==> config.mk <==
export PLATFORM = sky130hd
export DESIGN_NAME = isr_status
export DESIGN_NICKNAME = d
export VERILOG_FILES = /design/src/hdl/isr_pkg.sv /design/src/hdl/isr_sync.sv /design/src/hdl/isr_status.sv
export SDC_FILE = /design/constraint.sdc
export NUM_CORES = 1
export LEC_CHECK = 0
export BUFFER_PORTS_ARGS = -buffer_cell sky130_fd_sc_hd__buf_2
export CORE_MARGIN = 1
export CORE_UTILIZATION = 25
export CTS_BUF_LIST = sky130_fd_sc_hd__clkbuf_4
export CTS_CLUSTER_SIZE = 14
export DETAILED_ROUTE_END_ITERATION = 8
export SLEW_MARGIN = 20
export SYNTH_ARGS = -nofsm -noshare
export SYNTH_HDL_FRONTEND = slang
export SYNTH_SLANG_ARGS = --single-unit
==> constraint.sdc <==
create_clock -name mclk_in -period 2 [get_ports mclk_in]
set_input_delay 0.4 -clock mclk_in [delete_from_list [all_inputs] [get_ports mclk_in]]
set_output_delay 0.4 -clock mclk_in [all_outputs]
set_load 0.02 [all_outputs]
==> src/hdl/isr_pkg.sv <==
// Constants for the instrument status reporting block
package isr_pkg;
   // Summary byte bit positions
   localparam int SUM_SWEEP_IDLE = 0;
   localparam int SUM_MOD_ON = 1;
   localparam int SUM_OPER_SRQ = 2;
   localparam int SUM_SYNTH = 3;
   localparam int SUM_MSG_AVAIL = 4;
   localparam int SUM_EVENT = 5;
   localparam int SUM_RQS = 6;
   localparam int SUM_NO_CMD = 7;
   // Standard event bit positions
   localparam int EVT_QUERY_ERR = 2;
   localparam int EVT_EXEC_ERR = 4;
   localparam int EVT_CMD_ERR = 5;
   localparam int EVT_KEY = 6;
   localparam int EVT_PWR_ON = 7;
   localparam logic [7:0] EVT_USED_MASK = 8'hf4;
   // Synthesizer status bit positions
   localparam int SYN_TRIGGERED = 0;
   localparam int SYN_TRIG_ERR = 1;
   localparam int SYN_EXT_CLK = 2;
   localparam int SYN_CLK_ERR = 3;
   localparam int SYN_WARM = 4;
   localparam int SYN_TEST_ERR = 5;
   localparam int SYN_CAL_ERR = 6;
   localparam int SYN_MEM_ERR = 7;
   // Register select codes on the access port
   localparam logic [2:0] SEL_SUMMARY = 3'h0;
   localparam logic [2:0] SEL_EVENT = 3'h1;
   localparam logic [2:0] SEL_EVENT_MASK = 3'h2;
   localparam logic [2:0] SEL_SYNTH = 3'h3;
   localparam logic [2:0] SEL_SYNTH_MASK = 3'h4;
   localparam logic [2:0] SEL_SUM_MASK = 3'h5;
   localparam logic [2:0] SEL_PWR_CLEAR = 3'h6;
   // Reset values
   localparam logic [7:0] MASK_RESET = 8'h00;
   localparam logic PWR_CLEAR_RESET = 1'b1;
   // Result codes queued after test and calibration
   localparam logic [7:0] RESULT_PASS = 8'h00;
   localparam logic [7:0] RESULT_FAIL = 8'h01;
endpackage

==> src/hdl/isr_sync.sv <==
// Three-stage synchroniser with agreement filter for pin inputs
`timescale 1ns/1ns
`default_nettype none
module isr_sync #(
   parameter int WIDTH = 8
) (
   input wire logic mclk_in,
   input wire logic rst_b_in,
   input wire logic [WIDTH-1:0] pin_in,
   output logic [WIDTH-1:0] level_out
);
   logic [WIDTH-1:0] stage1;
   logic [WIDTH-1:0] stage2;
   logic [WIDTH-1:0] stage3;

   // Shift chain; first stage feeds only the second
   always_ff @(posedge mclk_in or negedge rst_b_in)
   begin
      if (!rst_b_in)
      begin
         stage1 <= '0;
         stage2 <= '0;
         stage3 <= '0;
      end
      else
      begin
         stage1 <= pin_in;
         stage2 <= stage1;
         stage3 <= stage2;
      end
   end

   // Level changes only once stages two and three agree
   genvar i;
   generate
      for (i = 0; i < WIDTH; i++)
      begin : g_bit
         always_ff @(posedge mclk_in or negedge rst_b_in)
         begin
            if (!rst_b_in)
               level_out[i] <= 1'b0;
            else if (stage2[i] == stage3[i])
               level_out[i] <= stage3[i];
         end
      end
   endgenerate
endmodule
`default_nettype wire

==> src/hdl/isr_status.sv <==
// Status bytes, masks, service request and test/cal sequencing
// Function
// - Summary bit 0 reads one when no sweep runs.
// - Summary bit 1 follows the modulation enable.
// - Summary bit 2 set by operator front-panel service request.
// - Summary bit 3 set when any masked synthesizer status bit is set.
// - Summary bit 4 set while the output queue holds unread items.
// - Summary bit 5 set when any enabled standard event bit is set.
// - Event bit 2 set on output queue overflow.
// - Event bit 4 set on command execution failure.
// - Event bit 5 set on command syntax error.
// - Event bit 6 set on any front-panel key press.
// - Event bit 7 set at power on.
// - Synthesizer bit 0 set on burst or sweep trigger.
// - Synthesizer bit 2 reads one while locked to external clock.
// - Synthesizer bit 3 set on external clock fault.
// - Synthesizer bit 5 set when self-test fails.
// - Synthesizer bit 6 set when autocal fails.
// - Synthesizer bit 7 set on power-up memory error.
// - Calibration query starts cal; result queued only when finished.
// - Self-test query starts test; result queued only when finished.
// - Writable readable masks gate synthesizer and summary contributions.
// - Power-on clear bit decides whether status clears at power-up.
// - Clear command clears all latched status bits at once.
`timescale 1ns/1ns
`default_nettype none
module isr_status (
   input wire logic mclk_in,
   input wire logic rst_b_in,
   input wire logic sweep_running_in,
   input wire logic mod_enable_in,
   input wire logic operator_service_request_in,
   input wire logic ext_locked_in,
   input wire logic ext_clk_fault_in,
   input wire logic warm_done_in,
   input wire logic key_press_in,
   input wire logic trigger_in,
   input wire logic mem_error_in,
   input wire logic out_queue_nonempty_in,
   input wire logic out_queue_overflow_in,
   input wire logic in_queue_empty_in,
   input wire logic exec_error_in,
   input wire logic syntax_error_in,
   input wire logic power_up_in,
   input wire logic clear_all_in,
   input wire logic self_test_query_in,
   input wire logic cal_query_in,
   input wire logic test_done_in,
   input wire logic cal_done_in,
   input wire logic run_failed_in,
   input wire logic reg_read_in,
   input wire logic reg_write_in,
   input wire logic [2:0] reg_sel_in,
   input wire logic [7:0] reg_wdata_in,
   output logic [7:0] reg_rdata_out,
   output logic service_request_out,
   output logic test_start_out,
   output logic cal_start_out,
   output logic result_valid_out,
   output logic [7:0] result_data_out
);
   typedef enum logic [1:0] {IDLE, TESTING, CALIBRATING} isr_run_type;

   logic [7:0] pins_sync, pins_raw;
   logic sweep_sync, mod_sync, oper_sync, lock_sync;
   logic fault_sync, warm_sync, key_sync, trig_sync;
   logic [3:0] edge_prev;
   logic oper_rise, key_rise, trig_rise, fault_rise;
   logic [7:0] event_flags, synth_flags, event_mask, synth_mask;
   logic [7:0] summary_mask, summary, next_event, next_synth;
   logic pwr_clear, oper_flag, clr_event, clr_synth, do_clear;
   isr_run_type run_state;

   assign pins_raw = {sweep_running_in, mod_enable_in,
      operator_service_request_in, ext_locked_in, ext_clk_fault_in,
      warm_done_in, key_press_in, trigger_in};

   isr_sync #(.WIDTH(8)) u_sync (
      .mclk_in(mclk_in),
      .rst_b_in(rst_b_in),
      .pin_in(pins_raw),
      .level_out(pins_sync)
   );

   assign {sweep_sync, mod_sync, oper_sync, lock_sync, fault_sync,
      warm_sync, key_sync, trig_sync} = pins_sync;

   // Edge detection on synchronised levels; idle low matches reset
   always_ff @(posedge mclk_in or negedge rst_b_in)
   begin
      if (!rst_b_in)
         edge_prev <= 4'h0;
      else
         edge_prev <= {oper_sync, key_sync, trig_sync, fault_sync};
   end
   assign {oper_rise, key_rise, trig_rise, fault_rise} =
      {oper_sync, key_sync, trig_sync, fault_sync} & ~edge_prev;

   // Power-up clear only when enabled; clear command always
   assign do_clear = clear_all_in | (power_up_in & pwr_clear);
   assign clr_event = do_clear | (reg_read_in && reg_sel_in == isr_pkg::SEL_EVENT);
   assign clr_synth = do_clear | (reg_read_in && reg_sel_in == isr_pkg::SEL_SYNTH);

   // Sticky event byte: set wins over clear
   always_comb
   begin
      next_event = clr_event ? 8'h00 : event_flags;
      if (out_queue_overflow_in)
         next_event[isr_pkg::EVT_QUERY_ERR] = 1'b1;
      if (exec_error_in)
         next_event[isr_pkg::EVT_EXEC_ERR] = 1'b1;
      if (syntax_error_in)
         next_event[isr_pkg::EVT_CMD_ERR] = 1'b1;
      if (key_rise)
         next_event[isr_pkg::EVT_KEY] = 1'b1;
      if (power_up_in)
         next_event[isr_pkg::EVT_PWR_ON] = 1'b1;
      next_event = next_event & isr_pkg::EVT_USED_MASK;
   end

   always_ff @(posedge mclk_in or negedge rst_b_in)
   begin
      if (!rst_b_in)
         event_flags <= 8'h00;
      else
         event_flags <= next_event;
   end

   // Sticky synthesizer byte; lock and warm-up bits are live levels
   always_comb
   begin
      next_synth = clr_synth ? 8'h00 : synth_flags;
      if (trig_rise)
         next_synth[isr_pkg::SYN_TRIGGERED] = 1'b1;
      if (trig_rise && sweep_sync)
         next_synth[isr_pkg::SYN_TRIG_ERR] = 1'b1;
      next_synth[isr_pkg::SYN_EXT_CLK] = lock_sync;
      if (fault_rise)
         next_synth[isr_pkg::SYN_CLK_ERR] = 1'b1;
      next_synth[isr_pkg::SYN_WARM] = warm_sync;
      if (run_state == TESTING && test_done_in && run_failed_in)
         next_synth[isr_pkg::SYN_TEST_ERR] = 1'b1;
      if (run_state == CALIBRATING && cal_done_in && run_failed_in)
         next_synth[isr_pkg::SYN_CAL_ERR] = 1'b1;
      if (mem_error_in)
         next_synth[isr_pkg::SYN_MEM_ERR] = 1'b1;
   end

   always_ff @(posedge mclk_in or negedge rst_b_in)
   begin
      if (!rst_b_in)
         synth_flags <= 8'h00;
      else
         synth_flags <= next_synth;
   end

   // Operator service request latch
   always_ff @(posedge mclk_in or negedge rst_b_in)
   begin
      if (!rst_b_in)
         oper_flag <= 1'b0;
      else if (oper_rise)
         oper_flag <= 1'b1;
      else if (do_clear)
         oper_flag <= 1'b0;
   end

   // Mask and power-on clear registers
   always_ff @(posedge mclk_in or negedge rst_b_in)
   begin
      if (!rst_b_in)
      begin
         event_mask <= isr_pkg::MASK_RESET;
         synth_mask <= isr_pkg::MASK_RESET;
         summary_mask <= isr_pkg::MASK_RESET;
         pwr_clear <= isr_pkg::PWR_CLEAR_RESET;
      end
      else if (reg_write_in)
      begin
         unique case (reg_sel_in)
            isr_pkg::SEL_EVENT_MASK: event_mask <= reg_wdata_in;
            isr_pkg::SEL_SYNTH_MASK: synth_mask <= reg_wdata_in;
            isr_pkg::SEL_SUM_MASK: summary_mask <= reg_wdata_in;
            isr_pkg::SEL_PWR_CLEAR: pwr_clear <= reg_wdata_in[0];
            default: ;
         endcase
      end
   end

   // Summary byte assembled from live state
   always_comb
   begin
      summary = 8'h00;
      summary[isr_pkg::SUM_SWEEP_IDLE] = ~sweep_sync;
      summary[isr_pkg::SUM_MOD_ON] = mod_sync;
      summary[isr_pkg::SUM_OPER_SRQ] = oper_flag;
      summary[isr_pkg::SUM_SYNTH] = |(synth_flags & synth_mask);
      summary[isr_pkg::SUM_MSG_AVAIL] = out_queue_nonempty_in;
      summary[isr_pkg::SUM_EVENT] = |(event_flags & event_mask);
      summary[isr_pkg::SUM_NO_CMD] = in_queue_empty_in;
      summary[isr_pkg::SUM_RQS] = |(summary & summary_mask & 8'hbf);
   end

   // Service request line registered
   always_ff @(posedge mclk_in or negedge rst_b_in)
   begin
      if (!rst_b_in)
         service_request_out <= 1'b0;
      else
         service_request_out <= summary[isr_pkg::SUM_RQS];
   end

   // Register read data
   always_ff @(posedge mclk_in or negedge rst_b_in)
   begin
      if (!rst_b_in)
         reg_rdata_out <= 8'h00;
      else if (reg_read_in)
      begin
         unique case (reg_sel_in)
            isr_pkg::SEL_SUMMARY: reg_rdata_out <= summary;
            isr_pkg::SEL_EVENT: reg_rdata_out <= event_flags;
            isr_pkg::SEL_EVENT_MASK: reg_rdata_out <= event_mask;
            isr_pkg::SEL_SYNTH: reg_rdata_out <= synth_flags;
            isr_pkg::SEL_SYNTH_MASK: reg_rdata_out <= synth_mask;
            isr_pkg::SEL_SUM_MASK: reg_rdata_out <= summary_mask;
            isr_pkg::SEL_PWR_CLEAR: reg_rdata_out <= {7'h00, pwr_clear};
            default: reg_rdata_out <= 8'h00;
         endcase
      end
   end

   // Test and calibration sequencer; result queued only at done
   always_ff @(posedge mclk_in or negedge rst_b_in)
   begin
      if (!rst_b_in)
      begin
         run_state <= IDLE;
         test_start_out <= 1'b0;
         cal_start_out <= 1'b0;
         result_valid_out <= 1'b0;
         result_data_out <= 8'h00;
      end
      else
      begin
         test_start_out <= 1'b0;
         cal_start_out <= 1'b0;
         result_valid_out <= 1'b0;
         unique case (run_state)
            IDLE:
            begin
               if (self_test_query_in)
               begin
                  run_state <= TESTING;
                  test_start_out <= 1'b1;
               end
               else if (cal_query_in)
               begin
                  run_state <= CALIBRATING;
                  cal_start_out <= 1'b1;
               end
            end
            TESTING, CALIBRATING:
            begin
               if (run_state == TESTING ? test_done_in : cal_done_in)
               begin
                  run_state <= IDLE;
                  result_valid_out <= 1'b1;
                  result_data_out <= run_failed_in ? isr_pkg::RESULT_FAIL
                     : isr_pkg::RESULT_PASS;
               end
            end
            default: run_state <= IDLE;
         endcase
      end
   end
endmodule
`default_nettype wire

# == Word level (Yosys, flattened, before mapping) ==
# Index checks and enable logic that the tools add are counted.
# totals
input_bits,36
reg_bits,97
elab_cells,124
# classes
bitwise,10
n_reduce_logical,31
n_mux,29
eq_ne,18
# op_table
op,count
8-bit one-hot mux with 7 select lines,1
8-bit bitwise AND,3
2-bit nonzero test,12
1-bit 2-to-1 mux,22
8-bit 2-to-1 mux,2
8-bit OR reduction,2
2-bit AND reduction,6
3-bit == test (second input constant),3
1-bit == test,8
1-bit logical AND,7
7-bit OR reduction,1
3-bit by 2-bit == test with 1-bit output (second input constant),2
2-bit 2-to-1 mux,3
4-bit bitwise AND,1
4-bit NOT,1
2-bit one-hot mux with 2 select lines,1
3-bit by 1-bit == test with 1-bit output (second input constant),1
3-bit logical NOT,1
3-bit inequality test (second input constant),1
1-bit OR,3
2-bit by 1-bit == test with 1-bit output (second input constant),1
2-bit == test (second input constant),1
2-bit logical NOT,1
2-bit inequality test (second input constant),1
3 further kinds,3

# == Depth between registers and ports, before layout ==
# Gate-level depths: netlist of the first run.
# logic_depth
depth_word,5
mapped_depth,7
depth_no_buf,6

# == Hierarchy ==
# Synthesis of the first run repeated with hierarchy kept, for this count alone.
# unflattened
hier_cells,260
area_unflattened_um2,3583.4
# by_module_without_submodules
mod,seq_area_each_um2,area_each_um2,cells_each,n_inst
isr_status,1452.6,2692.6,220,1
isr_sync,800.8,890.9,40,1

# == Worst setup path after synthesis of the first run ==
# No wires, ideal clock.
# synth_path
path_type,input to register
start,input port reg_sel_in[1]
end,register synth_mask[0]
path_slack_ns,0.494
stages,5
t_arrival_ns,1.381
t_required_ns,1.875
path_cell_list,buf_2 nor2_1 and3_1 buf_2 mux2_2
# synth_between
elab_chain_len,2
# synth_lines
item,line_no,source
from (decl),isr_status.sv:53,"input wire logic [2:0] reg_sel_in,"
3-bit == test,isr_status.sv:180,unique case (reg_sel_in)
2-bit AND reduction (no source line),--,
to (signal assigned),isr_status.sv:174,synth_mask <= isr_pkg::MASK_RESET;
to (signal assigned),isr_status.sv:182,isr_pkg::SEL_SYNTH_MASK: synth_mask <= reg_wdata_in;
to (decl),isr_status.sv:69,"logic [7:0] event_flags, synth_flags, event_mask, synth_mask;"
# Every way passes these cells.
# A chain may end at the register's enable or synchronous reset.

# == Final worst setup path of the first run ==
# layout_path
start,register synth_flags[0]
end,register reg_rdata_out[6]
# layout_between
elab_chain_len,5
# layout_lines
item,line_no,source
from (decl),isr_status.sv:69,
from (signal assigned),isr_status.sv:154,synth_flags <= next_synth;
8-bit bitwise AND,isr_status.sv:197,summary[isr_pkg::SUM_SYNTH] = |(synth_flags & synth_mask);
8-bit OR reduction,isr_status.sv:197,
8-bit bitwise AND,isr_status.sv:201,summary[isr_pkg::SUM_RQS] = |(summary & summary_mask & 8'hbf);
7-bit OR reduction,isr_status.sv:201,
via summary[6],isr_status.sv:70,"logic [7:0] summary_mask, summary, next_event, next_synth;"
8-bit one-hot mux with 7 select lines,isr_status.sv:220,unique case (reg_sel_in)
to (signal assigned),isr_status.sv:221,isr_pkg::SEL_SUMMARY: reg_rdata_out <= summary;
to (signal assigned),isr_status.sv:222,isr_pkg::SEL_EVENT: reg_rdata_out <= event_flags;
to (signal assigned),isr_status.sv:223,isr_pkg::SEL_EVENT_MASK: reg_rdata_out <= event_mask;
to (decl),isr_status.sv:55,"output logic [7:0] reg_rdata_out,"
# The timed path passes the listed nets, and every way through them passes these cells.

==> flow_summary.json, run 1 <==
{
  "cts-root-buf": "clkbuf_4",
  "grt_usage_pct": 11.6,
  "finalSetupTns_ns": 0,
  "synth_async_sr_flop_share_pct": 100,
  "cp.arrival_ns": 1.96,
  "area_delta_synth_final_pct": 17.9,
  "post_drt_wl_per_cell_um": 15.6,
  "crit_required_ns": 2.36,
  "path_max_fanout": 3,
  "crit_type": "register to register",
  "dr_total_vias": 2289,
  "start_kind": "register",
  "yosys_warnings": 0,
  "rsz0062_at_grt": "no",
  "cap_violations": 0,
  "io_pins": 56,
  "die_y_um": 122,
  "antenna_found_initial": 2,
  "finalPower_mw": 4.23,
  "first_iter_violations": 155,
  "grt_pass1_vias": 2262,
  "finalInstanceArea_um2": 4250,
  "hold_viol_final": 0,
  "synthDistinctLibCells": 44,
  "synth_area_um2": 3610,
  "portBuffers": 48,
  "utilization_pct": 30.4,
  "viasPerCell": 4.51,
  "ir_drop_v": 0.000332,
  "ys.flop_type": "dfrtp_1",
  "syn_inst": 260,
  "critPathCaptureType": "register",
  "grt_pass1_wl_um": 12600,
  "clock-sinks": 90,
  "dpl-instance-area_um2": 4050,
  "rows": 43,
  "grt-ovfl-total": 0,
  "avgSynthCellArea_um2": 13.9,
  "layout-drive-gt1-share_pct": 33.5,
  "globalplace.congestion": 0.878,
  "power_density_nw_per_um2": 994,
  "hold_path_class": "input pin to register",
  "cts_tree": "yes",
  "cts_buffers": 9,
  "p_leak_nw": 1.94,
  "setup_viol": 0,
  "slowest_delay_ns": 0.43,
  "fmax_mhz": 626,
  "die_area_um2": 14900,
  "clk_latency_ns": 0.45,
  "clockBufferDepth": 2,
  "start_util_pct": 25.8,
  "drc": 0,
  "final_antenna_net_count": 0,
  "cp_cell_sequence": "a22oi_1 -> nand4_1 -> a221o_1 -> a32o_1",
  "ys_top_cells_by_area": "dfrtp_1, mux2_2, maj3_1",
  "ys_seq_elements": 90,
  "die_w_um": 122,
  "yosysTopAreaCellShare_pct": 61.7,
  "hpwlAfterDp_um": 5640,
  "tightest_slew_ns": 0.527,
  "cts_setup_buffers": 0,
  "drv_slew": 0,
  "h-tree-depth": 3,
  "relSlewSlack_pct": 64.8,
  "min_period_ns": 1.60,
  "ctsResizeCount": 0,
  "grt_max_degree": 91,
  "synth.largest_area_cell": "dfrtp_1",
  "holdBufCountCts": 1,
  "crit_path_top_delay_cell": "dfrtp_1",
  "clk_pin_slew_worst_paths_ns": 0.14,
  "coreArea_um2": 14000,
  "synth_edf_count": 0,
  "ys_seq_area_share_pct": 62.4,
  "outcome": "completed",
  "fin_crit_sh_pct": 79.8,
  "finClkSkew_ns": 0.0141,
  "finalWirelength_um": 7890,
  "num-nets-final": 359,
  "drtPass1Iterations": 4
}
routing by layer:
layer | wire (µm) | track usage, % | vias up | part of all wire (%)
met5 | 0 | 0 | - | 0
met4 | 191 | 6.25 | 0 | 2.4
met3 | 541 | 3.51 | 16 | 6.9
met2 | 3520 | 16.7 | 77 | 45
met1 | 3640 | 15.3 | 1142 | 46
li1 | - | - | 1054 | -
flip-flops by register name, summed over array words and instances, names as in the netlist, 2 cells and up:
signal and cells:
summary_mask 8, synth_mask 8, synth_flags 8, u_sync.level_out 8, event_flags 5, u_sync.stage2 8
u_sync.stage1 8, reg_rdata_out 8, event_mask 8, u_sync.stage3 8, edge_prev 4, run_state 2
Yosys cell counts (all sizes together), types with 2 or more instances:
| master | instances |
|---|---|
| and3 | 5 |
| mux2 | 33 |
| buf | 16 |
| a32o | 4 |
| nor2 | 5 |
| ha | 3 |
| a21oi | 7 |
| a221o | 2 |
| o21ai | 5 |
| maj3 | 8 |
| inv | 12 |
| a21o | 7 |
| nand2 | 6 |
| a221oi | 4 |
| nand2b | 2 |
| a22o | 6 |
| a22oi | 10 |
| nor2b | 5 |
| o2bb2ai | 3 |
| nand4 | 2 |
| o211ai | 2 |
| dfrtp | 89 |
| nand3 | 4 |
| nand3b | 3 |
| mux2i | 4 |
power breakdown:
group          total [mW]  switching, mW  leakage (nW)  internal, mW
combinational       0.806          0.416         0.779         0.390
clock                1.13          0.625        0.0819         0.504
sequential           2.29          0.200          1.07          2.09
final timing paths:
check,slack (ns),start,depth (start not counted),endpoint
setup reg to reg,0.40,synth_flags[0]$_DFFE_PN0P_,4,reg_rdata_out[6]$_DFFE_PN0P_
hold / removal,0.05,sweep_running_in,1,u_sync.stage1[7]$_DFF_PN0_
hold reg to reg,0.36,u_sync.stage1[6]$_DFF_PN0_,0,u_sync.stage2[6]$_DFF_PN0_
setup / recovery,0.40,synth_flags[0]$_DFFE_PN0P_,4,reg_rdata_out[6]$_DFFE_PN0P_
min in group asynchronous,0.50,rst_b_in,3,u_sync.stage1[1]$_DFF_PN0_
max in group asynchronous,1.12,rst_b_in,3,u_sync.stage1[6]$_DFF_PN0_
cells by family (layout without fill, tap and decap cells):
| family | Yosys count | after routing | synth area share, % |
|---|---|---|---|
| buffers and inverters | 28 | 87 | 4.47 |
| flip-flops | 90 | 90 | 62.4 |
| other | 1 | 9 | 0.104 |
| multiplexers | 38 | 38 | 12.2 |
| AO/OA/AOI/OAI | 55 | 55 | 11.7 |
| adder cells (fa/ha/maj) | 11 | 11 | 3.26 |
| AND/OR/NAND/NOR | 37 | 37 | 5.76 |
metrics by stage:
step           instances  hold slack [ns]  setup WS (ns)
2_1_floorplan        266            0.104          0.494
3_3_place_gp         485            0.333          0.178
3_5_place_dp         485            0.335          0.174
4_1_cts              502         0.000123          0.391
5_1_grt              505          0.00304          0.323
6_report             507           0.0525          0.403
layout by cell type, fill, tap and decap left out, types with 3 or more instances in the layout:
cell type      count
ha_1               3
conb_1             7
clkbuf_4           9
a21oi_1            7
nand3b_1           3
buf_4              7
mux2_2            31
inv_1             12
a32o_1             4
maj3_1             8
nand2_1            6
a21o_1             7
nand3_1            3
and3_1             5
buf_2             47
dlygate4sd3_1      4
nor2_1             5
a22oi_1           10
o21ai_0            3
dfrtp_1           89
a22o_1             6
nor2b_1            5
mux2i_1            4
o2bb2ai_1          3
a221oi_1           3
worst max-delay path: cells and delay by family (launching register included):
family          cells  cell delay, ns
compound gates      3            0.91
flops               1            0.43
simple gates        1            0.17
final cells by class:
class | instances | area [µm²]
Fill cell | 1435 | 9730
Clock buffer | 9 | 67.6
Multi-Input combinational cell | 148 | 1220
Timing Repair Buffer | 59 | 348
Tap cell | 180 | 225
Antenna cell | 2 | 5.00
Inverter | 12 | 45.0
Clock inverter | 7 | 93.8
Sequential cell | 90 | 2250
Note: power is estimated with default switching activity, not from simulation.
==> run 2, diff against run 1 <==
==> constraint.sdc (replaced) <==
create_clock -name mclk_in -period 1.3 [get_ports mclk_in]
set_input_delay 0.26 -clock mclk_in [delete_from_list [all_inputs] [get_ports mclk_in]]
set_output_delay 0.26 -clock mclk_in [all_outputs]
set_load 0.02 [all_outputs]
==> run 2 against run 1 <==
- the flow now finishes with violations (setup timing)
- setup slack got worse by 0.60 ns
- critical path depth unchanged
- combinational power grew to 2.9 times the previous value
- non-clock buffer count up 83
==> flow_summary.json, run 2 (synthesized netlist as in run 1, its figures left out) <==
{
  "cp_cell_sequence": "a222oi_1 -> nand2_1 -> a221o_1 -> a32o_1",
  "antenna_found_initial": 1,
  "hold_viol_final": 0,
  "grt_max_degree": 32,
  "globalplace.congestion": 0.881,
  "cts-root-buf": "clkbuf_4",
  "setup_ws_ns": -0.196,
  "grt_usage_pct": 13.0,
  "die_area_um2": 14900,
  "worstReg2RegStart": "event_flags[4]$_DFFE_PN0P_",
  "rows": 43,
  "num-nets-final": 442,
  "finalPower_mw": 7.18,
  "final_antenna_net_count": 0,
  "violations": "setup timing",
  "reg2reg_to": "reg_rdata_out[6]$_DFFE_PN0P_",
  "outcome": "finished, violations left",
  "slowest_delay_ns": 0.41,
  "crit_end": "reg_rdata_out[6]$_DFFE_PN0P_",
  "ir_drop_v": 0.000411,
  "drc": 0,
  "crit_required_ns": 1.67,
  "cp.arrival_ns": 1.87,
  "clockBufferDepth": 2,
  "drtPass1Iterations": 4,
  "finalWirelength_um": 8970,
  "grt_pass1_wl_um": 14200,
  "layout_common_cells": "dfrtp_1, buf_4, buf_2",
  "critPathCaptureType": "register",
  "first_iter_violations": 123,
  "finalSetupTns_ns": -1.05,
  "io_pins": 56,
  "crit_type": "register to register",
  "h-tree-depth": 3,
  "min_period_ns": 1.50,
  "portBuffers": 48,
  "clk_latency_ns": 0.46,
  "hold_slack_ns": 0.0472,
  "diodes": 0,
  "clock-sinks": 90,
  "fillCellCount": 1391,
  "fmax_mhz": 669,
  "path_max_fanout": 2,
  "drv_slew": 0,
  "finClkSkew_ns": 0.0189,
  "crit_start": "event_flags[4]$_DFFE_PN0P_",
  "viasPerCell": 4.40,
  "start_util_pct": 25.8,
  "start_kind": "register",
  "dr_total_vias": 2580,
  "ff2ff_path_depth": 4,
  "coreArea_um2": 14000,
  "cts_buffers": 9,
  "rsz0062_at_grt": "yes",
  "layout_commonest_cell": "dfrtp_1",
  "post_drt_wl_per_cell_um": 15.3,
  "cts_tree": "yes",
  "cap_violations": 0,
  "dp_slack_ns": -0.216,
  "setup_viol": 11,
  "p_leak_nw": 2.36,
  "area_delta_synth_final_pct": 41.3,
  "fin_crit_sh_pct": 115,
  "layout-drive-gt1-share_pct": 49.6,
  "hold_path_class": "input pin to register",
  "power_density_nw_per_um2": 1410,
  "crit_path_top_delay_cell": "dfrtp_1",
  "utilization_pct": 36.5,
  "clk_pin_slew_worst_paths_ns": 0.15,
  "die_w_um": 122,
  "grt-ovfl-total": 0,
  "die_y_um": 122,
  "hpwlAfterDp_um": 6690,
  "grt_pass1_vias": 2608,
  "rrSetupSlack_ns": -0.20
}
## run 2: cell count changes in the layout (fill, tap and decap cells not counted), sizes merged
cell	previous run	this run
diode	2	0
bufinv	2	0
inv	12	13
clkinv	3	2
buf	55	128
clkinvlp	2	3
dlygate4sd3	4	14
## run 2: final cells by class
type / count / area (µm²) / share of cell area (%)
flip-flops and latches: 90 / 2250 / 44.2
clock inverters: 6 / 43.8 / 0.859
repair buffers: 142 / 1130 / 22.2
multi-input cells: 148 / 1330 / 26.2
well taps: 180 / 225 / 4.42
inverters: 12 / 45.0 / 0.883
clock buffers: 9 / 67.6 / 1.32
## run 2: how the worst min path moves through the flow
stage	endpoint	slack, ns	start	depth (start not counted)
2_1_floorplan	cal_start_out$_DFF_PN0_	-0.04	rst_b_in	0
3_3_place_gp	u_sync.stage1[1]$_DFF_PN0_	0.15	rst_b_in	1
3_5_place_dp	u_sync.stage1[1]$_DFF_PN0_	0.16	rst_b_in	1
4_1_cts	test_start_out$_DFF_PN0_	0.01	self_test_query_in	2
5_1_grt	test_start_out$_DFF_PN0_	0.03	self_test_query_in	2
6_report	test_start_out$_DFF_PN0_	0.05	self_test_query_in	2
## run 2: what timing repair did
| item | CTS | global route |
|---|---|---|
| pin swaps | 10 | 12 |
| gates resized for setup | 36 | 16 |
| hold endpoints to repair | 102 | 0 |
| cloned | 0 | 0 |
| buffers inserted | 9 | 7 |
| setup endpoints to repair | 22 | 28 |
| hold buffers | 14 | 0 |
## run 2: critical path, delay by kind of cell, from the launching register on
kind | cells | cell delay [ns]
flops | 1 | 0.41
simple gates | 1 | 0.14
compound gates | 3 | 0.86
## run 2: metrics by stage
step,area [µm²],cells
2_1_floorplan,3640,266
3_3_place_gp,4520,542
3_5_place_dp,4520,542
4_1_cts,4980,580
5_1_grt,5100,587
6_report,5100,587
## run 2: power by group
part | internal, mW | switching (mW) | total, mW
Sequential | 3.22 | 0.277 | 3.50
Combinational | 1.37 | 0.937 | 2.31
Clock | 0.385 | 0.988 | 1.37
Total | 4.97 | 2.20 | 7.18
## run 2: layer usage
metal	global-route usage, %	share of wire, %	up-vias
li1	-	-	1230
met1	17.0	45	1256
met2	20.4	47	80
met3	2.81	5.2	14
met4	6.02	2.1	0
met5	0	0	-
